<file path="src/design/uart_rx_mute_parity_status_pkg.sv">
// Register map, field positions and reset values of the serial block.
// Shared by the main module and by the verification side.
package uart_rx_mute_parity_status_pkg;

  // Register byte offsets on APB
  localparam logic [7:0] ADDR_STATUS   = 8'h00;
  localparam logic [7:0] ADDR_DATA     = 8'h04;
  localparam logic [7:0] ADDR_CONTROL1 = 8'h08;
  localparam logic [7:0] ADDR_CONTROL2 = 8'h0C;

  // Reset values
  localparam logic [7:0] STATUS_RESET   = 8'hC0;
  localparam logic [7:0] CONTROL1_RESET = 8'h00;
  localparam logic [7:0] CONTROL2_RESET = 8'h00;

  // serial_status fields
  localparam int ST_TX_EMPTY  = 7;
  localparam int ST_TX_DONE   = 6;
  localparam int ST_RX_FULL   = 5;
  localparam int ST_IDLE      = 4;
  localparam int ST_OVERRUN   = 3;
  localparam int ST_NOISE     = 2;
  localparam int ST_FRAMING   = 1;
  localparam int ST_PARITY    = 0;

  // control_one fields
  localparam int C1_RX_BIT8   = 7;
  localparam int C1_TX_BIT8   = 6;
  localparam int C1_LOW_POWER = 5;
  localparam int C1_NINE_BIT  = 4;
  localparam int C1_WAKE_ADDR = 3;
  localparam int C1_PAR_EN    = 2;
  localparam int C1_PAR_ODD   = 1;
  localparam int C1_PAR_IRQ   = 0;

  // control_two fields
  localparam int C2_TX_EMPTY_IRQ = 7;
  localparam int C2_TX_DONE_IRQ  = 6;
  localparam int C2_RX_IRQ       = 5;
  localparam int C2_IDLE_IRQ     = 4;
  localparam int C2_TX_EN        = 3;
  localparam int C2_RX_EN        = 2;
  localparam int C2_MUTE         = 1;
  localparam int C2_BREAK        = 0;

  // Mask of the receive flags cleared by status access then data read
  localparam logic [7:0] RX_FLAG_MASK = 8'h3F;
  // Mask of the transmit flags cleared by status access then data write
  localparam logic [7:0] TX_FLAG_MASK = 8'hC0;

endpackage

</file>
<file path="src/design/parity_calc.sv">
// Parity bit over the 7 or 8 low bits of a serial word.
// Assumes the word is right aligned, bit 0 first on the line.
`timescale 1ns/1ns
module parity_calc
(
  input  wire logic [8:0] i_word,
  input  wire logic       i_nine_bit,
  input  wire logic       i_odd,
  output logic            o_parity
);

  logic low_xor;

  always_comb
  begin
    low_xor  = i_nine_bit ? ^i_word[7:0] : ^i_word[6:0];
    o_parity = low_xor ^ i_odd; // RULE_07 RULE_08
  end

endmodule

</file>
<file path="src/design/uart_rx_mute_parity_status.sv">
// Status, mute/wake-up and parity logic of an asynchronous serial port.
// Assumes an external bit-level shifter that hands over whole words and
// frame events, and an APB master for software access.
//
// The implementer's own choices: register access over APB and the placing of the registers.
`timescale 1ns/1ns

// Notes on behaviour
// RULE_01: While muted, no receive flag sets and no receive interrupt is raised.
// RULE_02: Muted receiver wakes on idle line if wake bit clear, address mark if set.
// RULE_03: Idle-line wake clears mute without setting the idle flag.
// RULE_04: Address mark word clears mute, sets receive full, is stored normally.
// RULE_05: Address mark test uses the top data bit, never the parity bit.
// RULE_06: Frames carry 8, 7+parity, 9 or 8+parity bits between start and stop.
// RULE_07: Even parity makes the low data bits plus parity hold even ones.
// RULE_08: Odd parity makes the low data bits plus parity hold odd ones.
// RULE_09: With parity on, transmitted top bit is replaced by computed parity.
// RULE_10: Failed parity check sets parity error; interrupt when parity enable set; the code gates the interrupt by C1_PAR_IRQ.
// RULE_11: Halt freezes transmit and receive; no event leaves halt.
// RULE_12: All events share one interrupt, gated by enables and global mask.
// RULE_13: Status reads C0 after reset: transmit flags set, others clear.
// RULE_14: Transmit empty sets on hand-off to shifter; cleared by status then write.
// RULE_15: Transmit complete sets at frame end, interrupts if enabled, same clear.
// RULE_16: Receive full sets when a word is readable; cleared by status then read.
// RULE_17: Idle flag sets on idle line, only once per receive full.
// RULE_18: Overrun sets when a word completes with receive full still set.
// RULE_19: Noise flag sets with a received word, no interrupt of its own.
// RULE_20: Framing flag sets on bad stop or break; overrun masks it.
// RULE_21: Parity error sits at bit 0; cleared by status read then data access.
// RULE_22: Software must not write control two while muted.
// RULE_23: Receive interrupt enable covers both overrun and receive full.
// RULE_24: Parity enable or select changes apply from the next word.
// RULE_25: A status access arms the clear; a bare data access clears nothing.
module uart_rx_mute_parity_status
  import uart_rx_mute_parity_status_pkg::*;
#(
  parameter int ADDR_W = 8
)
(
  input  wire logic              i_clock,
  input  wire logic              i_reset_n,
  // APB slave
  input  wire logic              i_psel,
  input  wire logic              i_penable,
  input  wire logic              i_pwrite,
  input  wire logic [ADDR_W-1:0] i_paddr,
  input  wire logic [31:0]       i_pwdata,
  output logic                   o_pready,
  output logic                   o_pslverr,
  output logic      [31:0]       o_prdata,
  // Receive side of the bit shifter
  input  wire logic              i_rx_start,
  input  wire logic              i_rx_word_valid,
  input  wire logic [8:0]        i_rx_word,
  input  wire logic              i_rx_noise,
  input  wire logic              i_rx_frame_err,
  input  wire logic              i_rx_idle,
  // Transmit side of the bit shifter, plus its enable and mode controls
  input  wire logic              i_tx_done,
  output logic                   o_tx_start,
  output logic      [8:0]        o_tx_data,
  output logic                   o_tx_nine_bit,
  output logic                   o_send_break,
  output logic                   o_tx_enable,
  output logic                   o_rx_enable,
  output logic                   o_rx_nine_bit,
  output logic                   o_low_power,
  // System
  input  wire logic              i_halt,
  input  wire logic              i_irq_mask,
  output logic                   o_irq,
  output logic                   o_wait_wake
);

  typedef struct packed {
    logic [7:0] control_one;
    logic [7:0] control_two;
    logic [7:0] serial_status;
    logic [7:0] rx_buffer;
    logic [7:0] tx_buffer;
    logic [8:0] tx_data;
    logic       tx_start;
    logic       tx_busy;
    logic       status_seen;
    logic       idle_armed;
    logic       rx_par_en;
    logic       rx_par_odd;
    logic [7:0] rd_data;
  } state_t;

  state_t q;
  state_t d;

  logic [7:0] addr_byte;
  logic       setup;
  logic       access;
  logic       mapped;
  logic       wr_en;
  logic       rd_status;
  logic       wr_data;
  logic       rd_data_acc;
  logic       data_acc;
  logic       rx_nine;
  logic       tx_nine;
  logic [8:0] tx_word;
  logic       tx_par_bit;
  logic       rx_exp_par;
  logic       rx_par_bit;
  logic       rx_msb;
  logic       rx_par_fail;
  logic       muted;
  logic       take_word;
  logic       deliver;
  logic       tx_load;
  logic       irq_rx;
  logic       irq_any;

  // APB decode; every access completes in its first access cycle
  always_comb
  begin
    addr_byte   = 8'(i_paddr);
    setup       = i_psel & ~i_penable;
    access      = i_psel & i_penable;
    mapped      = (addr_byte == ADDR_STATUS) || (addr_byte == ADDR_DATA) ||
                  (addr_byte == ADDR_CONTROL1) || (addr_byte == ADDR_CONTROL2);
    wr_en       = access & i_pwrite & mapped;
    rd_status   = access & (addr_byte == ADDR_STATUS);
    wr_data     = access & i_pwrite & (addr_byte == ADDR_DATA);
    rd_data_acc = access & ~i_pwrite & (addr_byte == ADDR_DATA);
    data_acc    = wr_data | rd_data_acc;
  end

  assign o_pready  = 1'b1;
  assign o_pslverr = access & ~mapped;
  assign o_prdata  = {24'h000000, q.rd_data};

  // Parity for the outgoing word uses the configuration at load time
  assign rx_nine = q.control_one[C1_NINE_BIT];
  assign tx_nine = q.control_one[C1_NINE_BIT];
  assign tx_word = {q.control_one[C1_TX_BIT8], q.tx_buffer};

  parity_calc u_tx_parity
  (
    .i_word     (tx_word),
    .i_nine_bit (tx_nine),
    .i_odd      (q.control_one[C1_PAR_ODD]),
    .o_parity   (tx_par_bit)
  );

  parity_calc u_rx_parity
  (
    .i_word     (i_rx_word),
    .i_nine_bit (rx_nine),
    .i_odd      (q.rx_par_odd),
    .o_parity   (rx_exp_par)
  );

  // Receive word decode
  always_comb
  begin
    rx_par_bit  = rx_nine ? i_rx_word[8] : i_rx_word[7];
    rx_par_fail = q.rx_par_en & (rx_par_bit != rx_exp_par); // RULE_10
    // Address mark: top data bit, skipping the parity position
    if (q.rx_par_en) // RULE_05
    begin
      rx_msb = rx_nine ? i_rx_word[7] : i_rx_word[6];
    end
    else
    begin
      rx_msb = rx_nine ? i_rx_word[8] : i_rx_word[7];
    end
  end

  assign muted     = q.control_two[C2_MUTE];
  assign take_word = i_rx_word_valid & q.control_two[C2_RX_EN] & ~i_halt; // RULE_11
  // Word is delivered when awake or, with the wake bit set, when it carries the address mark
  assign deliver   = take_word &
                     (~muted | (q.control_one[C1_WAKE_ADDR] & rx_msb)); // RULE_01 RULE_04
  assign tx_load   = q.control_two[C2_TX_EN] & ~i_halt & ~q.tx_busy &
                     ~q.serial_status[ST_TX_EMPTY]; // RULE_14

  // Interrupt combination
  always_comb
  begin
    irq_rx  = q.control_two[C2_RX_IRQ] & ~muted & // RULE_01
              (q.serial_status[ST_RX_FULL] | q.serial_status[ST_OVERRUN]); // RULE_23
    irq_any = irq_rx |
              (q.control_two[C2_TX_EMPTY_IRQ] & q.serial_status[ST_TX_EMPTY]) |
              (q.control_two[C2_TX_DONE_IRQ] & q.serial_status[ST_TX_DONE]) |
              (q.control_two[C2_IDLE_IRQ] & q.serial_status[ST_IDLE] & ~muted) |
              (q.control_one[C1_PAR_IRQ] & q.serial_status[ST_PARITY] & ~muted); // RULE_10
  end

  assign o_irq       = irq_any & ~i_irq_mask; // RULE_12
  // Halt is left only by other sources, never by this port
  assign o_wait_wake = irq_any & ~i_irq_mask & ~i_halt; // RULE_11 RULE_12

  assign o_tx_start    = q.tx_start;
  assign o_tx_data     = q.tx_data;
  assign o_tx_nine_bit = tx_nine;
  assign o_rx_nine_bit = rx_nine;
  assign o_send_break  = q.control_two[C2_BREAK];
  assign o_tx_enable   = q.control_two[C2_TX_EN] & ~i_halt;
  assign o_rx_enable   = q.control_two[C2_RX_EN] & ~i_halt;
  assign o_low_power   = q.control_one[C1_LOW_POWER];

  // Next state
  always_comb
  begin
    d          = q;
    d.tx_start = 1'b0;

    // Read data captured in the setup cycle
    if (setup)
    begin
      case (addr_byte)
        ADDR_STATUS:   d.rd_data = q.serial_status;
        ADDR_DATA:     d.rd_data = q.rx_buffer;
        ADDR_CONTROL1: d.rd_data = q.control_one;
        ADDR_CONTROL2: d.rd_data = q.control_two;
        default:       d.rd_data = 8'h00;
      endcase
    end

    // Clear sequence: a data access after a status access
    if (data_acc)
    begin
      d.status_seen = 1'b0; // RULE_25
    end
    if (rd_status)
    begin
      d.status_seen = 1'b1; // RULE_25
    end
    if (rd_data_acc & q.status_seen)
    begin
      d.serial_status = q.serial_status & ~RX_FLAG_MASK; // RULE_16 RULE_21
    end
    if (data_acc & q.status_seen)
    begin
      d.serial_status[ST_PARITY] = 1'b0; // RULE_21
    end
    if (wr_data & q.status_seen)
    begin
      d.serial_status = d.serial_status & ~TX_FLAG_MASK; // RULE_14 RULE_15
    end

    // Software writes
    if (wr_data)
    begin
      d.tx_buffer = i_pwdata[7:0];
    end
    if (wr_en & (addr_byte == ADDR_CONTROL1))
    begin
      d.control_one[6:0] = i_pwdata[6:0];
    end

    // Parity configuration latched at the start of each received word
    if (i_rx_start)
    begin
      d.rx_par_en  = q.control_one[C1_PAR_EN]; // RULE_24
      d.rx_par_odd = q.control_one[C1_PAR_ODD]; // RULE_24
    end

    // Idle frame
    if (i_rx_idle & q.control_two[C2_RX_EN] & ~i_halt)
    begin
      if (muted)
      begin
        if (~q.control_one[C1_WAKE_ADDR])
        begin
          d.control_two[C2_MUTE] = 1'b0; // RULE_02 RULE_03
        end
      end
      else if (q.idle_armed)
      begin
        d.serial_status[ST_IDLE] = 1'b1; // RULE_17
        d.idle_armed             = 1'b0; // RULE_17
      end
    end

    // Completed word
    if (deliver)
    begin
      d.control_two[C2_MUTE] = 1'b0; // RULE_02 RULE_04
      if (q.serial_status[ST_RX_FULL])
      begin
        // Buffer kept; the word in the shifter is lost
        d.serial_status[ST_OVERRUN] = 1'b1; // RULE_18 RULE_20
      end
      else
      begin
        d.rx_buffer                  = i_rx_word[7:0];
        d.control_one[C1_RX_BIT8]    = i_rx_word[8]; // RULE_06
        d.serial_status[ST_RX_FULL]  = 1'b1; // RULE_16 RULE_04
        d.idle_armed                 = 1'b1; // RULE_17
        if (i_rx_noise)
        begin
          d.serial_status[ST_NOISE] = 1'b1; // RULE_19
        end
        if (i_rx_frame_err)
        begin
          d.serial_status[ST_FRAMING] = 1'b1; // RULE_20
        end
        if (rx_par_fail)
        begin
          d.serial_status[ST_PARITY] = 1'b1; // RULE_10
        end
      end
    end

    // Frame finished on the line
    if (i_tx_done & q.tx_busy & ~i_halt)
    begin
      d.tx_busy                   = 1'b0;
      d.serial_status[ST_TX_DONE] = 1'b1; // RULE_15
    end

    // Hand the buffered word to the shifter
    if (tx_load)
    begin
      d.tx_busy  = 1'b1;
      d.tx_start = 1'b1;
      d.tx_data  = tx_word;
      if (q.control_one[C1_PAR_EN])
      begin
        if (tx_nine)
        begin
          d.tx_data[8] = tx_par_bit; // RULE_09
        end
        else
        begin
          d.tx_data[7] = tx_par_bit; // RULE_09
        end
      end
      d.serial_status[ST_TX_EMPTY] = 1'b1; // RULE_14
      d.serial_status[ST_TX_DONE]  = 1'b0;
    end

    // Control two write; overrides a same-cycle hardware wake
    if (wr_en & (addr_byte == ADDR_CONTROL2))
    begin
      d.control_two = i_pwdata[7:0]; // RULE_22
    end

    // Muted receiver: drop any flag set by the word or idle frame
    if (muted & ~deliver)
    begin
      d.serial_status[5:0] = d.serial_status[5:0] & q.serial_status[5:0]; // RULE_01
    end
  end

  always_ff @(posedge i_clock or negedge i_reset_n)
  begin
    if (!i_reset_n)
    begin
      q               <= '0;
      q.serial_status <= STATUS_RESET; // RULE_13
      q.control_one   <= CONTROL1_RESET;
      q.control_two   <= CONTROL2_RESET;
    end
    else
    begin
      q <= d;
    end
  end

endmodule

</file>
<file path="config.mk">
export PLATFORM = sky130hd
export DESIGN_NAME = uart_rx_mute_parity_status
export DESIGN_NICKNAME = d
export VERILOG_FILES = /design/src/design/uart_rx_mute_parity_status_pkg.sv /design/src/design/parity_calc.sv /design/src/design/uart_rx_mute_parity_status.sv
export SDC_FILE = /design/constraint.sdc
export NUM_CORES = 1
export LEC_CHECK = 0
export ABC_CLOCK_PERIOD_IN_PS = 2000
export CAP_MARGIN = 5
export CELL_PAD_IN_SITES_DETAIL_PLACEMENT = 0
export CELL_PAD_IN_SITES_GLOBAL_PLACEMENT = 1
export CORE_MARGIN = 2
export CORE_UTILIZATION = 44
export CTS_CLUSTER_DIAMETER = 30
export DETAILED_ROUTE_END_ITERATION = 16
export DONT_BUFFER_PORTS = 1
export MAX_ROUTING_LAYER = met4
export PLACE_DENSITY = 0.71
export SLEW_MARGIN = 25
export SYNTH_ARGS = -nofsm -noshare
export SYNTH_HDL_FRONTEND = slang
export SYNTH_SLANG_ARGS = --single-unit
export TNS_END_PERCENT = 20
</file>
<file path="constraint.sdc">
create_clock -name i_clock -period 2 [get_ports i_clock]
set_input_delay 0.2 -clock i_clock [delete_from_list [all_inputs] [get_ports i_clock]]
set_output_delay 0.2 -clock i_clock [all_outputs]
set_load 0.01 [all_outputs]
</file>
==> results of run 1 <==
cell families (layout without fill, tap and decap cells):
| kind of cell | after synthesis | in the layout |
|---|---|---|
| AOI/OAI and AO/OA | 31 | 31 |
| xor gates and xnor gates | 17 | 17 |
| buffers and inverters | 62 | 60 |
| DFF | 63 | 63 |
| muxes | 52 | 52 |
| other | 2 | 25 |
| and+or+nand+nor | 43 | 43 |
how the worst max path moves through the flow:
stage	from	to	slack (ns)
detailed placement	i_paddr[1]	q[56]	-0.04
finish	q[9]	q[31]	0.17
floorplan	o_rx_nine_bit	q[33]	0.05
global placement	i_paddr[1]	q[61]	-0.04
global route	q[9]	q[31]	0.06
CTS	q[44]	o_wait_wake	0.14
flip-flops by register name, indices dropped and copies added (netlist names):
register,count
muted,1
o_low_power,1
o_prdata,8
o_rx_nine_bit,1
o_send_break,1
o_tx_data,9
o_tx_start,1
q,41
cells in the final DEF, fill, tap and decap left out, types with 2 or more instances in the layout:
cell,count
a21o_1,2
a21oi_1,2
a22o_2,4
buf_4,11
bufinv_16,2
clkbuf_8,10
conb_1,25
dfrtp_1,61
dfstp_2,2
dlygate4sd3_1,22
inv_1,10
mux2_2,43
mux4_2,8
nand2_1,14
nand2b_1,3
nand3_1,4
nand3b_1,2
nor2_1,4
nor2b_1,5
nor3_1,2
o21ai_0,14
xnor2_1,15
layer usage:
metal / routed length [µm] / part of all wire (%)
met1: 2910 / 43
met2: 3070 / 46
met3: 493 / 7.4
met4: 227 / 3.4
met5: 0 / 0
area by class of cell:
type,count,share of cell area [%]
sequential,63,42.8
inverter,10,1.02
timing repair buffer,34,8.94
multi-input combinational,168,37.9
tap,99,3.35
clock inverter,5,2.20
clock buffer,11,3.83
power breakdown:
group          switching (W)  internal [W]  total [W]  leakage, nW
Clock               0.000512      0.000736    0.00125        0.110
Combinational       0.000102      0.000114   0.000216        0.753
Sequential         0.0000350       0.00132    0.00135        0.865
metrics by stage:
step	setup TNS [ns]	area, µm²	instances	setup WS [ns]	utilization [%]
5_1_grt	0	3690	390	0.0559	50.9
3_5_place_dp	-0.234	3220	351	-0.0359	44.4
6_report	0	3690	390	0.167	50.9
2_1_floorplan	0	3380	293	0.0538	-
4_1_cts	0	3690	390	0.140	50.9
3_3_place_gp	-0.386	3220	351	-0.0409	44.4
==> results_dict.tcl, run 1 <==
set metrics [dict create \
    crit_path_start_kind "flop" \
    grt_pass1_wl_um 11000 \
    final_max_slew_viol_count 0 \
    dieArea_mm2 0.00820 \
    fin_crit_ns 1.83 \
    h-tree-depth 3 \
    root_buffer "clkbuf_8" \
    routedWlPerCell_um 17.2 \
    cts_buffer_depth 2 \
    first_iter_violations 94 \
    grt_use_met2_pct 26.9 \
    ff2ff_setup_slack_ns 0.17 \
    cp-end-kind "flop" \
    ios 114 \
    hp-class "primary input to flop" \
    syn_inst 270 \
    maxCapViolCount 0 \
    synth_largest_area_cell "dfrtp_1" \
    die_h_um 90.6 \
    holdPathStages 2 \
    peakVddDrop_mv 0.387 \
    yosysTopAreaCellShare_pct 46.3 \
    vias 1950 \
    synth_compound_area_share_pct 6.26 \
    worstHoldEndpoint "q[45]" \
    drive_gt1_share_pct 32.0 \
    top_usage_layer "met2" \
    die_w_um 90.6 \
    crit_path_cell_trace "mux2_2, nand3b_1, a31oi_1, nor2b_1, buf_4, mux2_2" \
    synthSimpleGateAreaFrac_pct 7.97 \
    multi_input_area_mm2 0.00140 \
    synthMuxAreaShare_pct 20.5 \
    worst_hold_startpoint "i_tx_done" \
    cts_tree "built" \
    skew_ns 0.0111 \
    wirelength_um 6710 \
    diodes 0 \
    synth_area_leaders "dfrtp_1 46%, mux2_2 15%, buf_4 10%" \
    netlist_area_mm2 0.00330 \
    rr_worst_depth 6 \
    drtPass1Iterations 4 \
    pwr_density_cell_mw_per_mm2 762 \
    worstSetupPathDepth 6 \
    synth_cell_types 43 \
    synth_xor_xnor_area_share_pct 4.93 \
    cp.required_ns 2.23 \
    synth_edf_count 0 \
    drc 0 \
    initial_utilization_pct 45.5 \
    drtAntennaViolNets 0 \
    antenna_found_initial 0 \
    r2r_end "q[31]" \
    num_rows 31 \
    fillers 666 \
    synth.avg_cell_area_um2 12.2 \
    synth_top_family_by_area "multiplexers" \
    final_net_count 348 \
    cts_resized 0 \
    ys_warn_count 0 \
    max_freq_mhz 546 \
    yosysMostFrequentCell "dfrtp_1" \
    synth-main-ff-cell "dfrtp_1" \
    use_met1_pct 22.3 \
    crit_family "multiplexers" \
    fin_crit_sh_pct 91.7 \
    hold_buffers 23 \
    status "finished clean" \
    crit_arrival_ns 2.06 \
    p_leak_nw 1.73 \
    crit_type "flop to flop" \
    ys_seq_elements 63 \
    avgViaCountPerCell 5.00 \
    cp_slowest_cell "dfrtp_1" \
    holdWs_ns 0.00348 \
    grt_overflow 0 \
    setup_viol 0 \
    ys_seq_area_share_pct 47.9 \
    syn_to_final_growth_pct 12.0 \
    power_w 0.00281 \
    synth_common_cells "61 x dfrtp_1, 45 x buf_4, 43 x mux2_2, 15 x xnor2_1" \
    clkSinkCount 63 \
    gp_congestion 0.853 \
    io_buffers 0 \
    reg2reg_from "q[9]" \
    met3_usage_pct 6.09 \
    synthAdderAreaFrac_pct 0 \
    rsz0062_at_grt "no" \
    regArea_mm2 0.00158 \
    insertion_delay_ns 0.35 \
    grt_max_degree 64 \
    worst-path-buf-inv 1 \
    hold_viol 0 \
    cts_buffers 9 \
    hpwlAfterDp_um 4820 \
    post_cts_buffers 0 \
    worst-path-max-fanout 11 \
    coreArea_mm2 0.00725 \
    postSynth.asyncResetShare_pct 100 \
    cts.clk_slew.worst_paths_ns 0.07 \
    grt_pass1_vias 2034 \
    grtUsageTotal_pct 18.4 \
    crit_top_cell "mux2_2" \
    cp_slowest_stage_delay_ns 0.42 \
]
Note: power is estimated with default switching activity, not from simulation.
==> run 2, diff against run 1 <==
--- a/config.mk
+++ b/config.mk
@@ -14,6 +14,7 @@
 export CTS_CLUSTER_DIAMETER = 30
 export DETAILED_ROUTE_END_ITERATION = 16
 export DONT_BUFFER_PORTS = 1
+export GPL_TIMING_DRIVEN = 0
 export MAX_ROUTING_LAYER = met4
 export PLACE_DENSITY = 0.71
 export SLEW_MARGIN = 25
==> results_dict.tcl, run 2 (synthesized netlist as in run 1, its figures left out) <==
set metrics [dict create \
    die_w_um 90.6 \
    reg2reg_from "o_rx_nine_bit" \
    use_met1_pct 23.6 \
    layout_setup_ws_ns 0.128 \
    top_usage_layer "met2" \
    syn_to_final_growth_pct 21.2 \
    grt_use_met2_pct 28.1 \
    maxSlewHeadroom_pct 61.3 \
    grt_overflow 0 \
    fin_crit_sh_pct 93.6 \
    final_max_slew_viol_count 0 \
    regMostFlops "q" \
    drtAntennaViolNets 0 \
    h-tree-depth 3 \
    peakVddDrop_mv 0.442 \
    largest_register_ff_count 41 \
    timing.critical_path.to "q[31]" \
    maxCapViolCount 0 \
    worstMarginPinSlew_ns 0.580 \
    io_buffers 0 \
    num_rows 31 \
    final_cells 432 \
    worst-path-max-fanout 14 \
    antenna_found_initial 0 \
    drive_gt1_share_pct 41.4 \
    gp_congestion 0.822 \
    hold_viol 0 \
    cp.required_ns 2.23 \
    final_common_cell "dfrtp_1" \
    first_iter_violations 114 \
    cts_buffers 9 \
    holdWs_ns 0.0106 \
    pre_cts_ws_ns -0.357 \
    met3_usage_pct 6.34 \
    max_freq_mhz 534 \
    grtUsageTotal_pct 18.5 \
    wirelength_um 6870 \
    hpwlAfterDp_um 4990 \
    p_leak_nw 1.92 \
    routedWlPerCell_um 15.9 \
    crit_arrival_ns 2.10 \
    dieArea_mm2 0.00820 \
    initial_utilization_pct 45.5 \
    die_h_um 90.6 \
    ios 114 \
    startpoint "o_rx_nine_bit" \
    placed_cell_area_mm2 0.00351 \
    grt_pass1_vias 2076 \
    cts_buffer_depth 2 \
    cts_tree "built" \
    insertion_delay_ns 0.35 \
    cp-end-kind "flop" \
    ff2ff_setup_slack_ns 0.13 \
    drc 0 \
    r2r_end "q[31]" \
    rr_worst_depth 6 \
    grt_max_degree 64 \
    avgViaCountPerCell 4.74 \
    drtPass1Iterations 4 \
    setup_viol 0 \
    final_cell_mix "60 x dfrtp_1, 48 x buf_4, 43 x mux2_2" \
    hp-class "primary input to flop" \
    crit_path_start_kind "flop" \
    clkSinkCount 63 \
    skew_ns 0.0103 \
    coreArea_mm2 0.00725 \
    dp_cells 392 \
    final_area_mm2 0.00400 \
    vias 2048 \
    diodes 0 \
    final_net_count 390 \
    status "finished clean" \
    pwr_density_cell_mw_per_mm2 683 \
    root_buffer "clkbuf_8" \
    rsz0062_at_grt "no" \
    fin_crit_ns 1.87 \
    grt_pass1_wl_um 11200 \
    crit_type "flop to flop" \
    cts.clk_slew.worst_paths_ns 0.08 \
]
[run 2: layout make-up]
cell class                 count  area (µm²)
clock buffer                  10         128
clock inverter                 6        71.3
multi-input combinational    168        1430
sequential                    63        1580
inverter                      10        37.5
timing repair buffer          25         263
buffer                        51         368
tap                           99         124
fill                         634        3260
[run 2: how the worst min path moves through the flow]
stage,startpoint,end,slack [ns],cells past startpoint
2_1_floorplan,i_reset_n,muted,-0.1,0
3_3_place_gp,i_reset_n,q[8],-0.09,0
3_5_place_dp,i_reset_n,q[9],-0.09,0
4_1_cts,i_rx_word[1],q[32],0.0004,1
5_1_grt,i_rx_word[1],q[32],0.003,1
6_report,i_rx_word[1],q[32],0.01,1
[run 2: report_power, final]
part / internal, W / total (W) / leakage (nW) / switching (W)
combinational: 0.000156 / 0.000279 / 0.965 / 0.000124
sequential: 0.00132 / 0.00135 / 0.863 / 0.0000326
clock: 0.000581 / 0.00110 / 0.0927 / 0.000521
[run 2: per-stage QoR]
stage	power (W)	utilization, %	setup TNS, ns
5_1_grt	0.00286	55.1	0
2_1_floorplan	0.00155	-	0
3_5_place_dp	0.00158	48.4	-3.77
3_3_place_gp	0.00157	48.4	-3.32
6_report	0.00273	55.1	0
4_1_cts	0.00276	54.6	0
[run 2: layer usage]
| metal | vias to the layer above | part of all wire (%) |
|---|---|---|
| met1 | 981 | 44 |
| met5 | - | 0 |
| li1 | 987 | - |
| met4 | 0 | 1.4 |
| met2 | 72 | 48 |
| met3 | 8 | 6.7 |
[run 2: critical path, stage by stage, from the launching register on]
cell and delay, ns:
dfrtp_2 0.44, buf_4 0.18, nand3b_1 0.17, a31oi_2 0.21
nor2b_2 0.17, buf_4 0.22, mux2_2 0.36
[run 2: what timing repair did]
item | 4_1_cts | 5_1_grt
endpoints found under the hold margin | 95 | 4
pin swaps | 1 | 1
endpoints found under the setup margin | 19 | 5
hold buffers | 20 | 3
setup buffers | 1 | 1
gates resized for setup | 10 | 5
==> run 3, diff against run 2 <==
==> constraint.sdc (replaced) <==
create_clock -name i_clock -period 2 [get_ports i_clock]
set_input_delay 0.2 -clock i_clock [delete_from_list [all_inputs] [get_ports i_clock]]
set_output_delay 0.2 -clock i_clock [all_outputs]
set_load 0.02 [all_outputs]
==> results_dict.tcl, run 3 (synthesized netlist as in run 1, its figures left out) <==
set metrics [dict create \
    status "finished clean" \
    final_max_slew_viol_count 0 \
    die_h_um 90.6 \
    clkSinkCount 63 \
    wirelength_um 6740 \
    diodes 0 \
    worstMarginPinSlew_ns 0.624 \
    maxCapViolCount 0 \
    finalSetupTns_ns 0 \
    fillers 639 \
    p_leak_nw 1.94 \
    initial_utilization_pct 45.5 \
    worst-path-max-fanout 10 \
    pwr_density_cell_mw_per_mm2 679 \
    root_buffer "clkbuf_8" \
    final_cell_mix "60 x dfrtp_1, 47 x buf_4, 43 x mux2_2" \
    cts.clk_slew.worst_paths_ns 0.06 \
    grt_overflow 0 \
    io_buffers 0 \
    skew_ns 0.00621 \
    hold_viol 0 \
    grt_pass1_wl_um 11200 \
    vias 2040 \
    crit_path_start_kind "flop" \
    fin_crit_ns 1.92 \
    maxSlewHeadroom_pct 58.1 \
    drive_gt1_share_pct 41.5 \
    insertion_delay_ns 0.34 \
    h-tree-depth 3 \
    antenna_found_initial 0 \
    cts_buffer_depth 2 \
    die_w_um 90.6 \
    cts_buffers 9 \
    max_freq_mhz 520 \
    dieArea_mm2 0.00820 \
    final_net_count 392 \
    rsz0062_at_grt "yes" \
    drtAntennaViolNets 0 \
    grt_max_degree 64 \
    syn_to_final_growth_pct 21.9 \
    setup_viol 0 \
    hpwlAfterDp_um 4980 \
    avgViaCountPerCell 4.70 \
    crit_arrival_ns 2.15 \
    crit_type "flop to flop" \
    regMostFlops "q" \
    final_common_cell "dfrtp_1" \
    cp-end-kind "flop" \
    fin_crit_sh_pct 96.2 \
    peakVddDrop_mv 0.406 \
    cts_tree "built" \
    ff2ff_setup_slack_ns 0.08 \
    coreArea_mm2 0.00725 \
    gp_congestion 0.819 \
    first_iter_violations 89 \
    grtUsageTotal_pct 18.3 \
    num_rows 31 \
    power_w 0.00273 \
    largest_register_ff_count 41 \
    ios 114 \
    routedWlPerCell_um 15.5 \
    hp-class "primary input to flop" \
    drtPass1Iterations 4 \
    drc 0 \
    cp.required_ns 2.22 \
    grt_pass1_vias 2074 \
]
-- run 3: changes by cell type in the layout (fill, tap and decap cells not counted), sizes merged --
cell / delta
clkinvlp: -2
clkbuf: +3
buf: +1
-- run 3: worst paths after layout --
| check | cells after the start | to | start |
|---|---|---|---|
| min in group asynchronous | 2 | q[40] | i_reset_n |
| worst max register to register | 7 | q[34] | o_rx_nine_bit |
| worst min-delay path | 1 | q[24] | i_pwdata[1] |
| worst min register to register | 2 | o_prdata[4] | o_prdata[4] |
| max in group asynchronous | 2 | q[45] | i_reset_n |
| worst max-delay path | 7 | q[34] | o_rx_nine_bit |
-- run 3: report_power, final --
| part | switching, W | internal [W] | leakage [nW] |
|---|---|---|---|
| clock network | 0.000470 | 0.000604 | 0.100 |
| registers | 0.0000335 | 0.00132 | 0.863 |
| logic | 0.000149 | 0.000158 | 0.979 |
| total | 0.000652 | 0.00208 | 1.94 |
-- run 3: layer usage --
layer | global-route usage [%] | share of wire, %
met5 | - | 0
met4 | 8.08 | 1.6
met3 | 5.09 | 6.7
met2 | 26.2 | 46
met1 | 24.5 | 46
-- run 3: final cells by class --
class	count	area (µm²)	share of cell area (%)
buffer	52	393	9.77
clock buffer	12	145	3.61
clock inverter	4	45.0	1.12
inverter	10	37.5	0.934
multi-input combinational	168	1430	35.4
sequential	63	1580	39.3
tap	99	124	3.08
timing repair buffer	26	270	6.72
-- run 3: repair_timing --
item | in CTS | in global routing
setup endpoints to repair | 22 | 8
setup buffers | 1 | 2
hold endpoints to repair | 90 | 3
pin swaps | 1 | 1
hold buffers | 20 | 3
resized for setup | 12 | 4
gates cloned | 0 | 0
-- run 3: stage by stage --
stage          cell area (µm²)  instances  setup WS, ns  hold WS (ns)  utilization, %
6_report                  4020        434        0.0767        0.0136            55.4
5_1_grt                   4020        434      -0.00541      0.000988            55.4
4_1_cts                   3970        429       0.00448      0.000717            54.7
3_5_place_dp              3510        392        -0.383       -0.0944            48.4
3_3_place_gp              3510        392        -0.365       -0.0944            48.4
2_1_floorplan             3380        293        0.0656       -0.0956               -
-- run 3: worst max-delay path: stages (launching register included) --
cell and delay, ns:
dfrtp_2 0.47, clkbuf_8 0.18, nand3b_1 0.17, a31oi_2 0.20, nor2b_2 0.18, buf_6 0.13
buf_8 0.13, mux2_2 0.33
